==> src/shared/pss_cfg.svh <==
// Constants of the program sequencer with its return stack.
// Assumes inclusion by the sequencer package and modules only.
//
// Function
// - Eight-entry stack holds counter values only; software cannot reach it.
// - Stack index selects the active entry; software cannot see or change it.
// - Call or interrupt acknowledge pushes the current counter.
// - Either return loads the full counter from the top entry, popping it.
// - Reset points the stack index at the empty top position.
// - Full stack: request flag kept, acknowledge and vectoring withheld.
// - A return that frees a level lets the held request be serviced.
// - Call on a full stack still executes and overflows.
// - Reset clears the counter; fetching starts at address zero.
// - External interrupt pin going low vectors to 0x004.
// - First timer overflow vectors to 0x008.
// - Second timer overflow vectors to 0x00C.
// - Low byte write keeps counter bits 13..8, takes bits 7..0 written.
// - Jump and call take bits 12..0 from instruction, bit 13 from bank.
// - In the 8K variant the bank bit feeding counter bit 13 is zero.
// - Counter addresses 8K or 16K words with 13 or 14 bits.
// - Tone receiver and modem decoder interrupt vectors to 0x010.
// - Real-time clock time-out vectors to 0x014.
// - Multi-function interrupt vectors to 0x018.
`ifndef PSS_CFG_SVH
`define PSS_CFG_SVH

// ----------------------------------------------------------------
// Counter and stack geometry
// ----------------------------------------------------------------
`define PSS_PC_W        14
`define PSS_LOW_W       13
`define PSS_STACK_DEPTH 8
`define PSS_IDX_W       3
`define PSS_CNT_W       4
`define PSS_CNT_FULL    4'h8
`define PSS_NSRC        6
`define PSS_SRC_W       3

// ----------------------------------------------------------------
// Vectors and counter steps
// ----------------------------------------------------------------
`define PSS_VEC_RESET   14'h0000
`define PSS_VEC_EXT     14'h0004
`define PSS_VEC_TMR0    14'h0008
`define PSS_VEC_TMR1    14'h000C
`define PSS_VEC_PERIPH  14'h0010
`define PSS_VEC_RTC     14'h0014
`define PSS_VEC_MF      14'h0018
`define PSS_MASK_16K    14'h3FFF
`define PSS_MASK_8K     14'h1FFF
`define PSS_STEP_SEQ    13'h0001
`define PSS_STEP_SKIP   13'h0002

`endif

==> src/shared/pss_pkg.sv <==
// Types of the program sequencer with its return stack.
// Assumes pss_cfg.svh is on the include path.
`include "pss_cfg.svh"

package pss_pkg;

    typedef logic [`PSS_PC_W-1:0] pss_addr_t;

    typedef enum logic [2:0] {
        OP_NEXT,
        OP_JUMP,
        OP_CALL,
        OP_RET,
        OP_INTERRUPT_RETURN_OP,
        OP_PCL_WR,
        OP_SKIP
    } pss_op_t;

endpackage

==> src/logic/pss_int_arb.sv <==
// Fixed-priority pick among enabled pending interrupt requests.
// Assumes bit 0 carries the lowest vector address.
`include "pss_cfg.svh"

module pss_int_arb
    import pss_pkg::*;
(
    // Requests
    input  logic [`PSS_NSRC-1:0]   req,
    // Grant
    output logic                   grant_valid,
    output logic [`PSS_SRC_W-1:0]  grant_id
);

    // ----------------------------------------------------------------
    // Lowest index wins
    // ----------------------------------------------------------------
    always_comb begin
        grant_valid = 1'b0;
        grant_id    = '0;
        for (int i = `PSS_NSRC - 1; i >= 0; i--) begin
            if (req[i]) begin
                grant_valid = 1'b1;
                grant_id    = i[`PSS_SRC_W-1:0];
            end
        end
    end

endmodule

==> src/logic/pss_stack.sv <==
// Eight-entry return stack with its hidden index.
// Assumes push and pop never arrive in the same cycle.
`include "pss_cfg.svh"

module pss_stack
    import pss_pkg::*;
(
    // Clock and reset
    input  logic                   clk,
    input  logic                   rst_n,
    input  logic                   clk_en,
    // Stack control
    input  logic                   push,
    input  logic                   pop,
    input  pss_addr_t              push_data,
    // Stack view
    output pss_addr_t              top_data,
    output logic [`PSS_IDX_W-1:0]  return_stack_index
);

    pss_addr_t                     entry_mem [`PSS_STACK_DEPTH];
    logic      [`PSS_IDX_W-1:0]    idx_q;

    // ----------------------------------------------------------------
    // Storage, no software path
    // ----------------------------------------------------------------
    always_ff @(posedge clk) begin
        if (clk_en && push) begin
            entry_mem[idx_q] <= push_data;
        end
    end

    // ----------------------------------------------------------------
    // Index, wraps on overflow
    // ----------------------------------------------------------------
    always_ff @(posedge clk or negedge rst_n) begin
        if (!rst_n) begin
            idx_q <= '0;
        end else if (clk_en) begin
            if (push) begin
                idx_q <= idx_q + 3'h1;
            end else if (pop) begin
                idx_q <= idx_q - 3'h1;
            end
        end
    end

    assign top_data           = entry_mem[idx_q - 3'h1];
    assign return_stack_index = idx_q;

endmodule

==> src/logic/pss_top.sv <==
// Next-address logic: counter, return stack, vectors, skips, jumps.
// Assumes decoder ops and interrupt events are synchronous to clk.
`include "pss_cfg.svh"

module pss_top
    import pss_pkg::*;
#(
    parameter bit WIDE_ROM = 1'b1
)
(
    // Clock and reset
    input  logic                   clk,
    input  logic                   rst_n,
    input  logic                   clk_en,
    // Decoder ops
    input  logic                   op_valid,
    input  pss_op_t                op_kind,
    input  logic [`PSS_LOW_W-1:0]  op_addr,
    input  logic [7:0]             counter_low_byte,
    input  logic                   bank_select_top_bit,
    // Interrupt sources
    input  logic                   ext_int_n,
    input  logic                   tmr0_ovf,
    input  logic                   tmr1_ovf,
    input  logic                   periph_irq,
    input  logic                   rtc_irq,
    input  logic                   mf_irq,
    input  logic [`PSS_NSRC-1:0]   int_en,
    // Program memory and status
    output pss_addr_t              pm_addr,
    output logic                   fetch_discard_q,
    output logic                   int_ack_q,
    output logic [`PSS_SRC_W-1:0]  int_src_q,
    output logic [`PSS_NSRC-1:0]   int_pending,
    output logic                   stack_full,
    output logic                   stack_overflow_q
);

    // ----------------------------------------------------------------
    // Declarations
    // ----------------------------------------------------------------
    pss_addr_t                     pc_q;
    pss_addr_t                     pc_d;
    pss_addr_t                     top_data;
    pss_addr_t                     rom_mask;
    logic [`PSS_CNT_W-1:0]         count_q;
    logic [`PSS_NSRC-1:0]          pend_q;
    logic [`PSS_NSRC-1:0]          events;
    logic [`PSS_NSRC-1:0]          ack_clr;
    logic [`PSS_SRC_W-1:0]         grant_id;
    logic [`PSS_IDX_W-1:0]         stack_idx;
    logic                          grant_valid;
    logic                          ext_q;
    logic                          full;
    logic                          slot_free;
    logic                          accept;
    logic                          do_call;
    logic                          do_pop;
    logic                          do_push;
    logic                          branch;
    logic                          bank_bit;

    // ----------------------------------------------------------------
    // Vector lookup
    // ----------------------------------------------------------------
    function automatic pss_addr_t vec_of(logic [`PSS_SRC_W-1:0] id);
        pss_addr_t v;
        v = `PSS_VEC_RESET;
        unique case (id)
            3'h0: v = `PSS_VEC_EXT;
            3'h1: v = `PSS_VEC_TMR0;
            3'h2: v = `PSS_VEC_TMR1;
            3'h3: v = `PSS_VEC_PERIPH;
            3'h4: v = `PSS_VEC_RTC;
            3'h5: v = `PSS_VEC_MF;
            default: v = `PSS_VEC_RESET;
        endcase
        return v;
    endfunction

    // ----------------------------------------------------------------
    // Request capture
    // ----------------------------------------------------------------
    always_ff @(posedge clk or negedge rst_n) begin
        if (!rst_n) begin
            ext_q <= 1'b1;
        end else if (clk_en) begin
            ext_q <= ext_int_n;
        end
    end

    assign events = {mf_irq, rtc_irq, periph_irq,
                     tmr1_ovf, tmr0_ovf, ext_q & ~ext_int_n};

    // Flag stays set while the stack is full; a new event beats the clear
    always_ff @(posedge clk or negedge rst_n) begin
        if (!rst_n) begin
            pend_q <= '0;
        end else if (clk_en) begin
            pend_q <= (pend_q & ~ack_clr) | events;
        end
    end

    pss_int_arb u_arb (
        .req         (pend_q & int_en),
        .grant_valid (grant_valid),
        .grant_id    (grant_id)
    );

    // ----------------------------------------------------------------
    // Op decode and acceptance
    // ----------------------------------------------------------------
    assign full      = (count_q == `PSS_CNT_FULL);
    assign slot_free = !op_valid || (op_kind == OP_NEXT);
    assign accept    = grant_valid && !full && slot_free;
    assign ack_clr   = accept ? (`PSS_NSRC'(1) << grant_id) : '0;
    assign do_call   = op_valid && (op_kind == OP_CALL);
    assign do_pop    = op_valid && ((op_kind == OP_RET) ||
                                    (op_kind == OP_INTERRUPT_RETURN_OP));
    assign do_push   = accept || do_call;
    assign branch    = accept || (op_valid && (op_kind != OP_NEXT));
    assign rom_mask  = WIDE_ROM ? `PSS_MASK_16K : `PSS_MASK_8K;
    assign bank_bit  = WIDE_ROM ? bank_select_top_bit : 1'b0;

    pss_stack u_stack (
        .clk                (clk),
        .rst_n              (rst_n),
        .clk_en             (clk_en),
        .push               (do_push),
        .pop                (do_pop),
        .push_data          (pc_q),
        .top_data           (top_data),
        .return_stack_index (stack_idx)
    );

    // ----------------------------------------------------------------
    // Next counter value
    // ----------------------------------------------------------------
    always_comb begin
        pc_d = {pc_q[`PSS_PC_W-1],
                pc_q[`PSS_LOW_W-1:0] + `PSS_STEP_SEQ};
        if (accept) begin
            pc_d = vec_of(grant_id);
        end else if (op_valid) begin
            unique case (op_kind)
                OP_NEXT: begin
                    pc_d = {pc_q[`PSS_PC_W-1],
                            pc_q[`PSS_LOW_W-1:0] + `PSS_STEP_SEQ};
                end
                OP_JUMP, OP_CALL: begin
                    pc_d = {bank_bit, op_addr};
                end
                OP_RET, OP_INTERRUPT_RETURN_OP: begin
                    pc_d = top_data;
                end
                OP_PCL_WR: begin
                    pc_d = {pc_q[`PSS_PC_W-1:8], counter_low_byte};
                end
                OP_SKIP: begin
                    pc_d = {pc_q[`PSS_PC_W-1],
                            pc_q[`PSS_LOW_W-1:0] + `PSS_STEP_SKIP};
                end
                default: begin
                    pc_d = pc_q;
                end
            endcase
        end
    end

    // ----------------------------------------------------------------
    // Counter
    // ----------------------------------------------------------------
    always_ff @(posedge clk or negedge rst_n) begin
        if (!rst_n) begin
            pc_q <= `PSS_VEC_RESET;
        end else if (clk_en) begin
            pc_q <= pc_d & rom_mask;
        end
    end

    // ----------------------------------------------------------------
    // Stack occupancy
    // ----------------------------------------------------------------
    always_ff @(posedge clk or negedge rst_n) begin
        if (!rst_n) begin
            count_q <= '0;
        end else if (clk_en) begin
            if (do_push && !full) begin
                count_q <= count_q + 4'h1;
            end else if (do_pop && (count_q != '0)) begin
                count_q <= count_q - 4'h1;
            end
        end
    end

    always_ff @(posedge clk or negedge rst_n) begin
        if (!rst_n) begin
            stack_overflow_q <= 1'b0;
        end else if (clk_en && do_call && full) begin
            stack_overflow_q <= 1'b1;
        end
    end

    // ----------------------------------------------------------------
    // Acknowledge and discard marks
    // ----------------------------------------------------------------
    always_ff @(posedge clk or negedge rst_n) begin
        if (!rst_n) begin
            int_ack_q       <= 1'b0;
            int_src_q       <= '0;
            fetch_discard_q <= 1'b0;
        end else if (clk_en) begin
            int_ack_q       <= accept;
            int_src_q       <= accept ? grant_id : int_src_q;
            fetch_discard_q <= branch;
        end
    end

    assign pm_addr     = pc_q;
    assign int_pending = pend_q;
    assign stack_full  = count_q[`PSS_CNT_W-1];

    // ----------------------------------------------------------------
    // Checks
    // ----------------------------------------------------------------
    reset_start_a: assert property (
        @(posedge clk) disable iff (!rst_n)
        !$past(rst_n) |-> (pc_q == `PSS_VEC_RESET) && (count_q == '0))
        else $error("counter or stack not cleared by reset");

    reset_index_a: assert property (
        @(posedge clk) disable iff (!rst_n)
        !$past(rst_n) |-> stack_idx == '0)
        else $error("stack index not at top after reset");

    ext_vector_a: assert property (
        @(posedge clk) disable iff (!rst_n)
        int_ack_q && int_src_q == 3'h0 |-> pc_q == `PSS_VEC_EXT)
        else $error("external interrupt vector wrong");

    tmr0_vector_a: assert property (
        @(posedge clk) disable iff (!rst_n)
        int_ack_q && int_src_q == 3'h1 |-> pc_q == `PSS_VEC_TMR0)
        else $error("first timer vector wrong");

    tmr1_vector_a: assert property (
        @(posedge clk) disable iff (!rst_n)
        int_ack_q && int_src_q == 3'h2 |-> pc_q == `PSS_VEC_TMR1)
        else $error("second timer vector wrong");

    periph_vector_a: assert property (
        @(posedge clk) disable iff (!rst_n)
        int_ack_q && int_src_q == 3'h3 |-> pc_q == `PSS_VEC_PERIPH)
        else $error("peripheral vector wrong");

    rtc_vector_a: assert property (
        @(posedge clk) disable iff (!rst_n)
        int_ack_q && int_src_q == 3'h4 |-> pc_q == `PSS_VEC_RTC)
        else $error("clock time-out vector wrong");

    mf_vector_a: assert property (
        @(posedge clk) disable iff (!rst_n)
        int_ack_q && int_src_q == 3'h5 |-> pc_q == `PSS_VEC_MF)
        else $error("multi-function vector wrong");

    full_hold_a: assert property (
        @(posedge clk) disable iff (!rst_n)
        clk_en && full && |(pend_q & int_en)
        |=> !int_ack_q &&
            (pend_q & $past(pend_q & int_en)) == $past(pend_q & int_en))
        else $error("interrupt taken with full stack");

    push_depth_a: assert property (
        @(posedge clk) disable iff (!rst_n)
        clk_en && do_push && !full
        |=> count_q == $past(count_q) + 4'h1)
        else $error("push did not deepen the stack");

    ret_restore_a: assert property (
        @(posedge clk) disable iff (!rst_n)
        clk_en && !accept && do_push ##1 clk_en && do_pop
        |=> pc_q == ($past(pc_q, 2) & rom_mask))
        else $error("return did not restore pushed counter");

    low_write_a: assert property (
        @(posedge clk) disable iff (!rst_n)
        clk_en && !accept && op_valid && op_kind == OP_PCL_WR
        |=> pc_q == {$past(pc_q[13:8]), $past(counter_low_byte)})
        else $error("low byte write corrupted upper counter");

    jump_load_a: assert property (
        @(posedge clk) disable iff (!rst_n)
        clk_en && op_valid && op_kind == OP_JUMP
        |=> pc_q == ({$past(bank_bit), $past(op_addr)} & rom_mask))
        else $error("jump target wrong");

    narrow_rom_a: assert property (
        @(posedge clk) disable iff (!rst_n)
        !WIDE_ROM |-> pc_q[13] == 1'b0)
        else $error("counter bit 13 set in 8K variant");

    skip_step_a: assert property (
        @(posedge clk) disable iff (!rst_n)
        clk_en && !accept && op_valid && op_kind == OP_SKIP
        |=> pc_q[13] == $past(pc_q[13]) &&
            pc_q[12:0] == $past(pc_q[12:0]) + 13'h2)
        else $error("skip did not advance by two in bank");

    lowest_first_a: assert property (
        @(posedge clk) disable iff (!rst_n)
        clk_en && accept && pend_q[0] && int_en[0]
        |=> int_ack_q && int_src_q == 3'h0)
        else $error("lowest vector not served first");

    call_full_a: assert property (
        @(posedge clk) disable iff (!rst_n)
        clk_en && do_call && full |=> stack_overflow_q && full)
        else $error("call on full stack not flagged");

    lowest_win_a: assert property (
        @(posedge clk) disable iff (!rst_n)
        clk_en && accept
        |-> (pend_q & int_en & ((`PSS_NSRC'(1) << grant_id) - `PSS_NSRC'(1)))
            == '0)
        else $error("a lower vector was passed over");

    ack_push_a: assert property (
        @(posedge clk) disable iff (!rst_n)
        clk_en && accept
        |=> stack_idx == $past(stack_idx) + 3'h1 && int_ack_q)
        else $error("acknowledge did not push the counter");

    pop_release_a: assert property (
        @(posedge clk) disable iff (!rst_n)
        clk_en && full && do_pop ##1 clk_en && slot_free && grant_valid
        |=> int_ack_q)
        else $error("held request not served after a return");

    pop_index_a: assert property (
        @(posedge clk) disable iff (!rst_n)
        clk_en && do_pop
        |=> stack_idx == $past(stack_idx) - 3'h1)
        else $error("return did not step the index back");

endmodule

==> config.mk <==
export PLATFORM = sky130hd
export DESIGN_NAME = pss_top
export DESIGN_NICKNAME = d
export VERILOG_FILES = /design/src/shared/pss_pkg.sv /design/src/logic/pss_int_arb.sv /design/src/logic/pss_stack.sv /design/src/logic/pss_top.sv
export VERILOG_INCLUDE_DIRS = /design/src /design/src/shared
export SDC_FILE = /design/constraint.sdc
export NUM_CORES = 1
export LEC_CHECK = 0
export BUFFER_PORTS_ARGS = -buffer_cell sky130_fd_sc_hd__buf_2
export CELL_PAD_IN_SITES_DETAIL_PLACEMENT = 1
export CELL_PAD_IN_SITES_GLOBAL_PLACEMENT = 1
export CORE_MARGIN = 2
export CORE_UTILIZATION = 48
export DETAILED_ROUTE_END_ITERATION = 10
export GPL_TIMING_DRIVEN = 0
export HOLD_SLACK_MARGIN = 0.02
export PLACE_DENSITY_LB_ADDON = 0.1
export SLEW_MARGIN = 20
export SYNTH_ARGS = -nofsm -noshare
export SYNTH_HDL_FRONTEND = slang
export SYNTH_SLANG_ARGS = --single-unit
==> constraint.sdc <==
create_clock -name clk -period 3.6 [get_ports clk]
set_clock_uncertainty 0.1 [all_clocks]
set_input_delay 0.36 -clock clk [delete_from_list [all_inputs] [get_ports clk]]
set_output_delay 0.36 -clock clk [all_outputs]
set_load 0.03 [all_outputs]
==> results of run 1 <==
-- per-layer routing --
metal | share of wire (%) | track usage [%] | up-vias | wire, um
met5 | 0 | 0 | - | 0
met1 | 43 | 37.9 | 2715 | 8940
met4 | 2.2 | 9.89 | 0 | 455
met3 | 5.6 | 4.04 | 31 | 1170
li1 | - | - | 2402 | -
met2 | 50 | 46.7 | 194 | 10400
-- worst reg2reg max path: stages, from the launching register on --
cell and delay, ps:
dfrtp_1 380, buf_2 280, buf_6 230, clkbuf_4 260, inv_1 120, ha_1 360, buf_2 300, buf_4 280
mux4_2 320, nand2_1 100, a21oi_1 150, a211oi_1 280, nor3_1 80
-- per-stage QoR --
stage          power, mW  hold slack [ps]  utilization [%]  area, um2  setup WS (ps)
3_5_place_dp        4.86              362             53.9       7830           -846
4_1_cts             6.62             29.3             58.0       8430           13.0
2_1_floorplan       4.01            -35.6                -       7140            304
5_1_grt             6.95             65.7             58.3       8470           20.2
3_3_place_gp        4.72              359             52.9       7690          -1600
6_report            6.62             45.7             58.3       8470            243
-- synth_stat cells (11+ instances only) --
library cell | number | area share [%]
mux4_2 | 24 | 7.6
o211ai_1 | 13 | 1.4
a31oi_1 | 12 | 1.1
edfxtp_1 | 112 | 47
nand2_1 | 61 | 3.2
dfrtp_1 | 33 | 12
inv_1 | 20 | 1.1
nand3_1 | 21 | 1.5
a21oi_1 | 33 | 2.3
clkbuf_1 | 20 | 1.1
nor2_1 | 28 | 1.5
nor3_1 | 13 | 0.91
o21ai_0 | 14 | 0.98
xor2_1 | 11 | 1.4
maj3_1 | 11 | 1.5
-- layout make-up --
| type | instances | area, um2 | area share (%) |
|---|---|---|---|
| multi-input combinational | 366 | 2750 | 32.4 |
| tap | 184 | 230 | 2.72 |
| inverter | 20 | 75.1 | 0.886 |
| buffer | 39 | 186 | 2.20 |
| clock inverter | 10 | 111 | 1.31 |
| timing repair buffer | 81 | 465 | 5.50 |
| clock buffer | 21 | 440 | 5.20 |
| sequential | 146 | 4220 | 49.8 |
-- power by group --
part / internal [mW] / switching (mW)
logic: 0.963 / 1.53
clock network: 1.01 / 0.670
registers: 2.17 / 0.279
-- worst paths after layout --
path                                                endpoint  slack, ps  depth (start not counted)
min in group asynchronous           int_src_q[1]$_DFFE_PN0P_        490                          2
worst min register to register  stack_overflow_q$_DFFE_PN0P_        370                          1
worst min-delay path              int_pending[5]$_DFFE_PN0P_         50                          3
worst max-delay path                  pm_addr[7]$_DFFE_PN0P_        240                         12
max in group asynchronous            pm_addr[10]$_DFFE_PN0P_       2370                          2
worst max register to register        pm_addr[7]$_DFFE_PN0P_        240                         12
-- state kept, by name, summed over array words and instances (netlist names) --
register	flops
ext_q	1
int_ack_q	1
int_pending	6
pm_addr	14
int_src_q	3
count_q	4
stack_overflow_q	1
u_stack.return_stack_index	3
fetch_discard_q	1
u_stack.entry_mem	112
-- logic make-up after synthesis --
logic type	synth area share (%)
adders and majority gates	2.60
muxes	8.82
DFF	59.1
buffers and inverters	3.37
and+or+nand+nor	11.4
AOI/OAI and AO/OA	12.4
xor gates and xnor gates	2.33
-- timing repair --
action	CTS	global route
setup buffers	0	3
setup endpoints to repair	14	14
pin swaps	0	1
hold endpoints to repair	33	0
cloned	0	0
resized for setup	10	8
hold buffers	1	0
==> out/results.ini, run 1 <==
[logic_synthesis]
synth_cells=571
syn_area_mm2=0.00714
syn_nets=618
ys_async_sr_fraction_pct=23.3
synth-seq-cells=146
ys.flop_type=edfxtp_1
synth-edff-count=112
synth_cell_types=66
ys_seq_area_share_pct=59.1
ys_warn_count=0
synth_area_per_cell_um2=12.5

[setup_path]
r2r-start=u_stack.return_stack_index[0]$_DFFE_PN0P_
crit_buf_inv=6
worstPathArrival_ps=3560
crit_fanout=10
cp_slowest_cell=dfrtp_1
worstPathCellList=buf_2 -> buf_6 -> clkbuf_4 -> inv_1 -> ha_1 -> buf_2 -> buf_4 -> mux4_2 -> nand2_1 -> a21oi_1 -> a211oi_1 -> nor3_1
criticalPathCategory=reg -> reg
crit_top_cell=buf_2
worst_setup_path_start_kind=flop
cp-end-kind=flop
path_delay_family=buffers and inverters
critical_path.startpoint=u_stack.return_stack_index[0]$_DFFE_PN0P_
cp.required_ps=3800
cpPeakStageDelay_ps=380

[layout]
final_common_cell=edfxtp_1
final_cell_mix=edfxtp_1, buf_2, nand2_1
nNetsFinal=718
n_fill_cell=1538
stdcell_count=867
drive_gt1_share_pct=25.0
synthToLayoutAreaGrowth_pct=18.7
antenna_cells=0

[sta]
relSlewSlack_pct=29.3
finalSetupViolations=0
fmax_mhz=298
tightest_slew_ps=1060
finalCriticalPeriod_ps=3360
slew_violations=0
period_share_pct=93.2
rsz0062_at_grt=no
hold_violations=0
setup_tns_ps=0

[clock_tree]
path_clk_slew_ps=60
cts-root-buf=clkbuf_16
cts_tree=done
clk_latency_ps=420
htreeDepth=4
clkSinkCount=146
cts_buffers=17
cts_buffer_depth=2

[min_path]
min_from=mf_irq
min_path_type=in -> reg

[drt]
vias=5342
wirelength_um=21000
wl_per_cell_um=24.2
first_pass_iters=4
antenna_left=0
drt-initial-drc-count=477
via_per_inst=6.16
drc=0

[floorplan]
io_pins=68
initial_utilization_pct=49.1
core_area_mm2=0.0145
die_w_um=126
num_rows=44
die_area_mm2=0.0159
die-height_um=126

[placed_design]
placedCellCount=832
port_buffers=65
place.gp.congestion=0.905
dpl.hpwl_um=15000

[flow_run]
drv_cap=0

[pwr]
p_leak_nw=3.14
p_per_area_mw_per_mm2=782
ir_drop_mv=0.352

[global_routing]
antenna_found_initial=0
grt_pass1_wl_um=33400
grt-ovfl-total=0
grtUsageTotal_pct=28.0
grt_max_degree=35
grt_pass1_vias=5735

[run_status]
outcome=finished clean

Note: power is estimated with default switching activity, not from simulation.
==> run 2: changes to the inputs <==
--- a/config.mk
+++ b/config.mk
@@ -6,15 +6,17 @@
 export SDC_FILE = /design/constraint.sdc
 export NUM_CORES = 1
 export LEC_CHECK = 0
+export ABC_AREA = 1
 export BUFFER_PORTS_ARGS = -buffer_cell sky130_fd_sc_hd__buf_2
 export CELL_PAD_IN_SITES_DETAIL_PLACEMENT = 1
 export CELL_PAD_IN_SITES_GLOBAL_PLACEMENT = 1
 export CORE_MARGIN = 2
-export CORE_UTILIZATION = 48
+export CORE_UTILIZATION = 46
 export DETAILED_ROUTE_END_ITERATION = 10
 export GPL_TIMING_DRIVEN = 0
 export HOLD_SLACK_MARGIN = 0.02
 export PLACE_DENSITY_LB_ADDON = 0.1
+export SETUP_SLACK_MARGIN = 0.15
 export SLEW_MARGIN = 20
 export SYNTH_ARGS = -nofsm -noshare
 export SYNTH_HDL_FRONTEND = slang
==> out/results.ini, run 2 <==
[sta]
hold_slack_ps=37.3  ; -8.38 ps
fmax_mhz=309  ; +3.7%
finalSetupViolations=0  ; unchanged
setup_tns_ps=0  ; unchanged
relSlewSlack_pct=29.0  ; -0.36 points
tightest_slew_ps=1060  ; +8.18 ps
finalCriticalPeriod_ps=3240  ; -121 ps
period_share_pct=89.9  ; -3.4 points
rsz0062_at_grt=no
hold_violations=0  ; unchanged
slew_violations=0  ; unchanged

[floorplan]
initial_utilization_pct=47.0  ; -2.1 points
die_area_mm2=0.0158  ; -0.54%
io_pins=68  ; unchanged
die-height_um=126  ; -0.27%
num_rows=44  ; unchanged
core_area_mm2=0.0145  ; -0.38%
die_w_um=126  ; -0.27%

[drt]
drc=0  ; unchanged
antenna_left=0  ; unchanged
vias=5592  ; +4.7%
drt-initial-drc-count=370  ; -22%
first_pass_iters=5  ; +1
wl_per_cell_um=22.6  ; -6.8%
wirelength_um=21400  ; +2.0%
via_per_inst=5.89  ; -4.4%

[setup_path]
crit_buf_inv=5  ; -1
crit_fanout=10  ; unchanged
cp_slowest_cell=dfrtp_1
r2r-start=u_stack.return_stack_index[0]$_DFFE_PN0P_
r2r_cells=13  ; +1
r2r_end=pm_addr[1]$_DFFE_PN0P_
cp-end-kind=flop
path_delay_family=buffers and inverters
worst_setup_path_start_kind=flop
cp.required_ps=3800  ; about the same
worstPathCellList=inv_1 -> buf_2 -> buf_2 -> ha_1 -> clkbuf_2 -> clkbuf_1 -> nor2_1 -> o21ai_0 -> o21ai_0 -> o211ai_1 -> nand4_1 -> o211ai_1 -> o21ai_0
worstPathArrival_ps=3430  ; -130 ps
cpPeakStageDelay_ps=460  ; +80 ps
reg2reg_slack_ps=360  ; +120 ps
crit_top_cell=o21ai_0
criticalPathCategory=reg -> reg

[clock_tree]
cts-root-buf=clkbuf_16
cts_buffers=17  ; unchanged
path_clk_slew_ps=60  ; about the same
cts_setup_buffers=0  ; unchanged
clk_latency_ps=420  ; about the same
clkSinkCount=146  ; unchanged
htreeDepth=4  ; unchanged
cts_tree=done
cts_buffer_depth=2  ; unchanged

[logic_synthesis]
yosysMostFrequentCell=edfxtp_1
ys_warn_count=0  ; unchanged
netlist.area_leader.share_pct=49.5  ; +2.3 points
synth_area_leader_cell=edfxtp_1
ys.flop_type=edfxtp_1
syn_area_mm2=0.00680  ; -4.7%
synth-edff-count=112  ; unchanged
synth_cell_types=42  ; -36%
syn_nets=706  ; +14%
ys_seq_area_share_pct=62.0  ; +2.9 points
synth_common_cells=edfxtp_1, nand2_1, o21ai_0
ys_async_sr_fraction_pct=23.3  ; unchanged
synth_cells=659  ; +15%
synth_area_per_cell_um2=10.3  ; -17%
synth-seq-cells=146  ; unchanged
synth_area_leaders=edfxtp_1, dfrtp_1, o21ai_0

[layout]
synthToLayoutAreaGrowth_pct=18.4
final_cell_mix=edfxtp_1, nand2_1, o21ai_0
final_common_cell=edfxtp_1
regMostFlops=u_stack.entry_mem
antenna_cells=0  ; unchanged
largest_register_ffs=112  ; unchanged
nNetsFinal=800  ; +11%
drive_gt1_share_pct=18.7  ; -6.3 points

[global_routing]
grt_pass1_vias=5882  ; +2.6%
grt-ovfl-total=0  ; unchanged
grtUsageTotal_pct=28.3  ; +0.26 points
grt_pass1_wl_um=33500  ; +0.39%
antenna_found_initial=1  ; +1
grt_max_degree=35  ; unchanged

[min_path]
hold_depth=3  ; unchanged
min_from=periph_irq
min_path_type=in -> reg
holdPathEnd=int_pending[3]$_DFFE_PN0P_

[pwr]
ir_drop_mv=0.385  ; +9.4%
p_leak_nw=3.13  ; -0.32%
p_per_area_mw_per_mm2=847  ; +8.4%

[run_status]
outcome=finished clean

[placed_design]
port_buffers=67  ; +3.1%
dpl.hpwl_um=15000  ; +0.25%
place.gp.congestion=0.858  ; -5.3%

[flow_run]
drv_cap=0  ; unchanged

## run 2: tightest hold or removal path: stages
cell	delay, ps
buf_2	80
nand2_1	40
nand2_1	50
## run 2: worst max path at each step
stage | from | endpoint | depth (start not counted) | slack [ps]
5_1_grt | u_stack.return_stack_index[0]$_DFFE_PN0P_ | pm_addr[1]$_DFFE_PN0P_ | 13 | 180
3_5_place_dp | u_stack.return_stack_index[0]$_DFFE_PN0P_ | pm_addr[5]$_DFFE_PN0P_ | 13 | 250
4_1_cts | u_stack.return_stack_index[0]$_DFFE_PN0P_ | pm_addr[5]$_DFFE_PN0P_ | 13 | 240
6_report | u_stack.return_stack_index[0]$_DFFE_PN0P_ | pm_addr[1]$_DFFE_PN0P_ | 13 | 360
3_3_place_gp | int_en[0] | u_stack.entry_mem[7][11]$_DFFE_PP_ | 10 | 330
2_1_floorplan | int_pending[3]$_DFFE_PN0P_ | u_stack.entry_mem[0][0]$_DFFE_PP_ | 9 | 1140
## run 2: report_power, final
part | leakage [nW] | total [mW] | internal, mW | switching [mW]
Sequential | 1.43 | 2.43 | 2.14 | 0.282
Combinational | 1.43 | 2.64 | 0.785 | 1.85
Clock | 0.275 | 1.76 | 1.07 | 0.687
Total | 3.13 | 6.82 | 4.00 | 2.82
## run 2: final cells by class
class,count,area [um2]
clock buffers,18,429
flip-flops and latches,146,4220
plain buffers,25,116
clock inverters,13,144
fillers,1613,6430
multi-input cells,441,2310
repair buffers,75,424
inverters,47,176
well taps,184,230
## run 2: layer usage
layer	track usage (%)	wire [um]	vias to the layer above
met1	36.7	8960	2788
met5	0	13	-
met3	7.10	1480	50
met4	9.15	518	2
met2	46.8	10400	207
li1	-	-	2545
## run 2: per-stage QoR
stage / power (mW) / instances / instance area (um2) / util, % / setup WS [ps]
floorplan: 4.03 / 659 / 6800 / - / 1140
global placement: 4.87 / 910 / 7370 / 50.9 / 333
detailed placement: 5.07 / 917 / 7460 / 51.6 / 253
CTS: 6.83 / 949 / 8050 / 55.6 / 238
global route: 7.22 / 949 / 8050 / 55.6 / 180
finish: 6.82 / 949 / 8050 / 55.6 / 364
## run 2: kinds of logic after synthesis
logic type,share of synthesized area [%]
compound gates,16.4
xor+xnor,1.78
fa+ha+maj,1.10
buf+inv,4.27
flops,62.0
simple gates,14.5
## run 2: timing repair
action / 4_1_cts / 5_1_grt
resized for setup: 0 / 4
endpoints found under the hold margin: 33 / 0
hold buffers: 1 / 0
setup endpoints to repair: 0 / 7
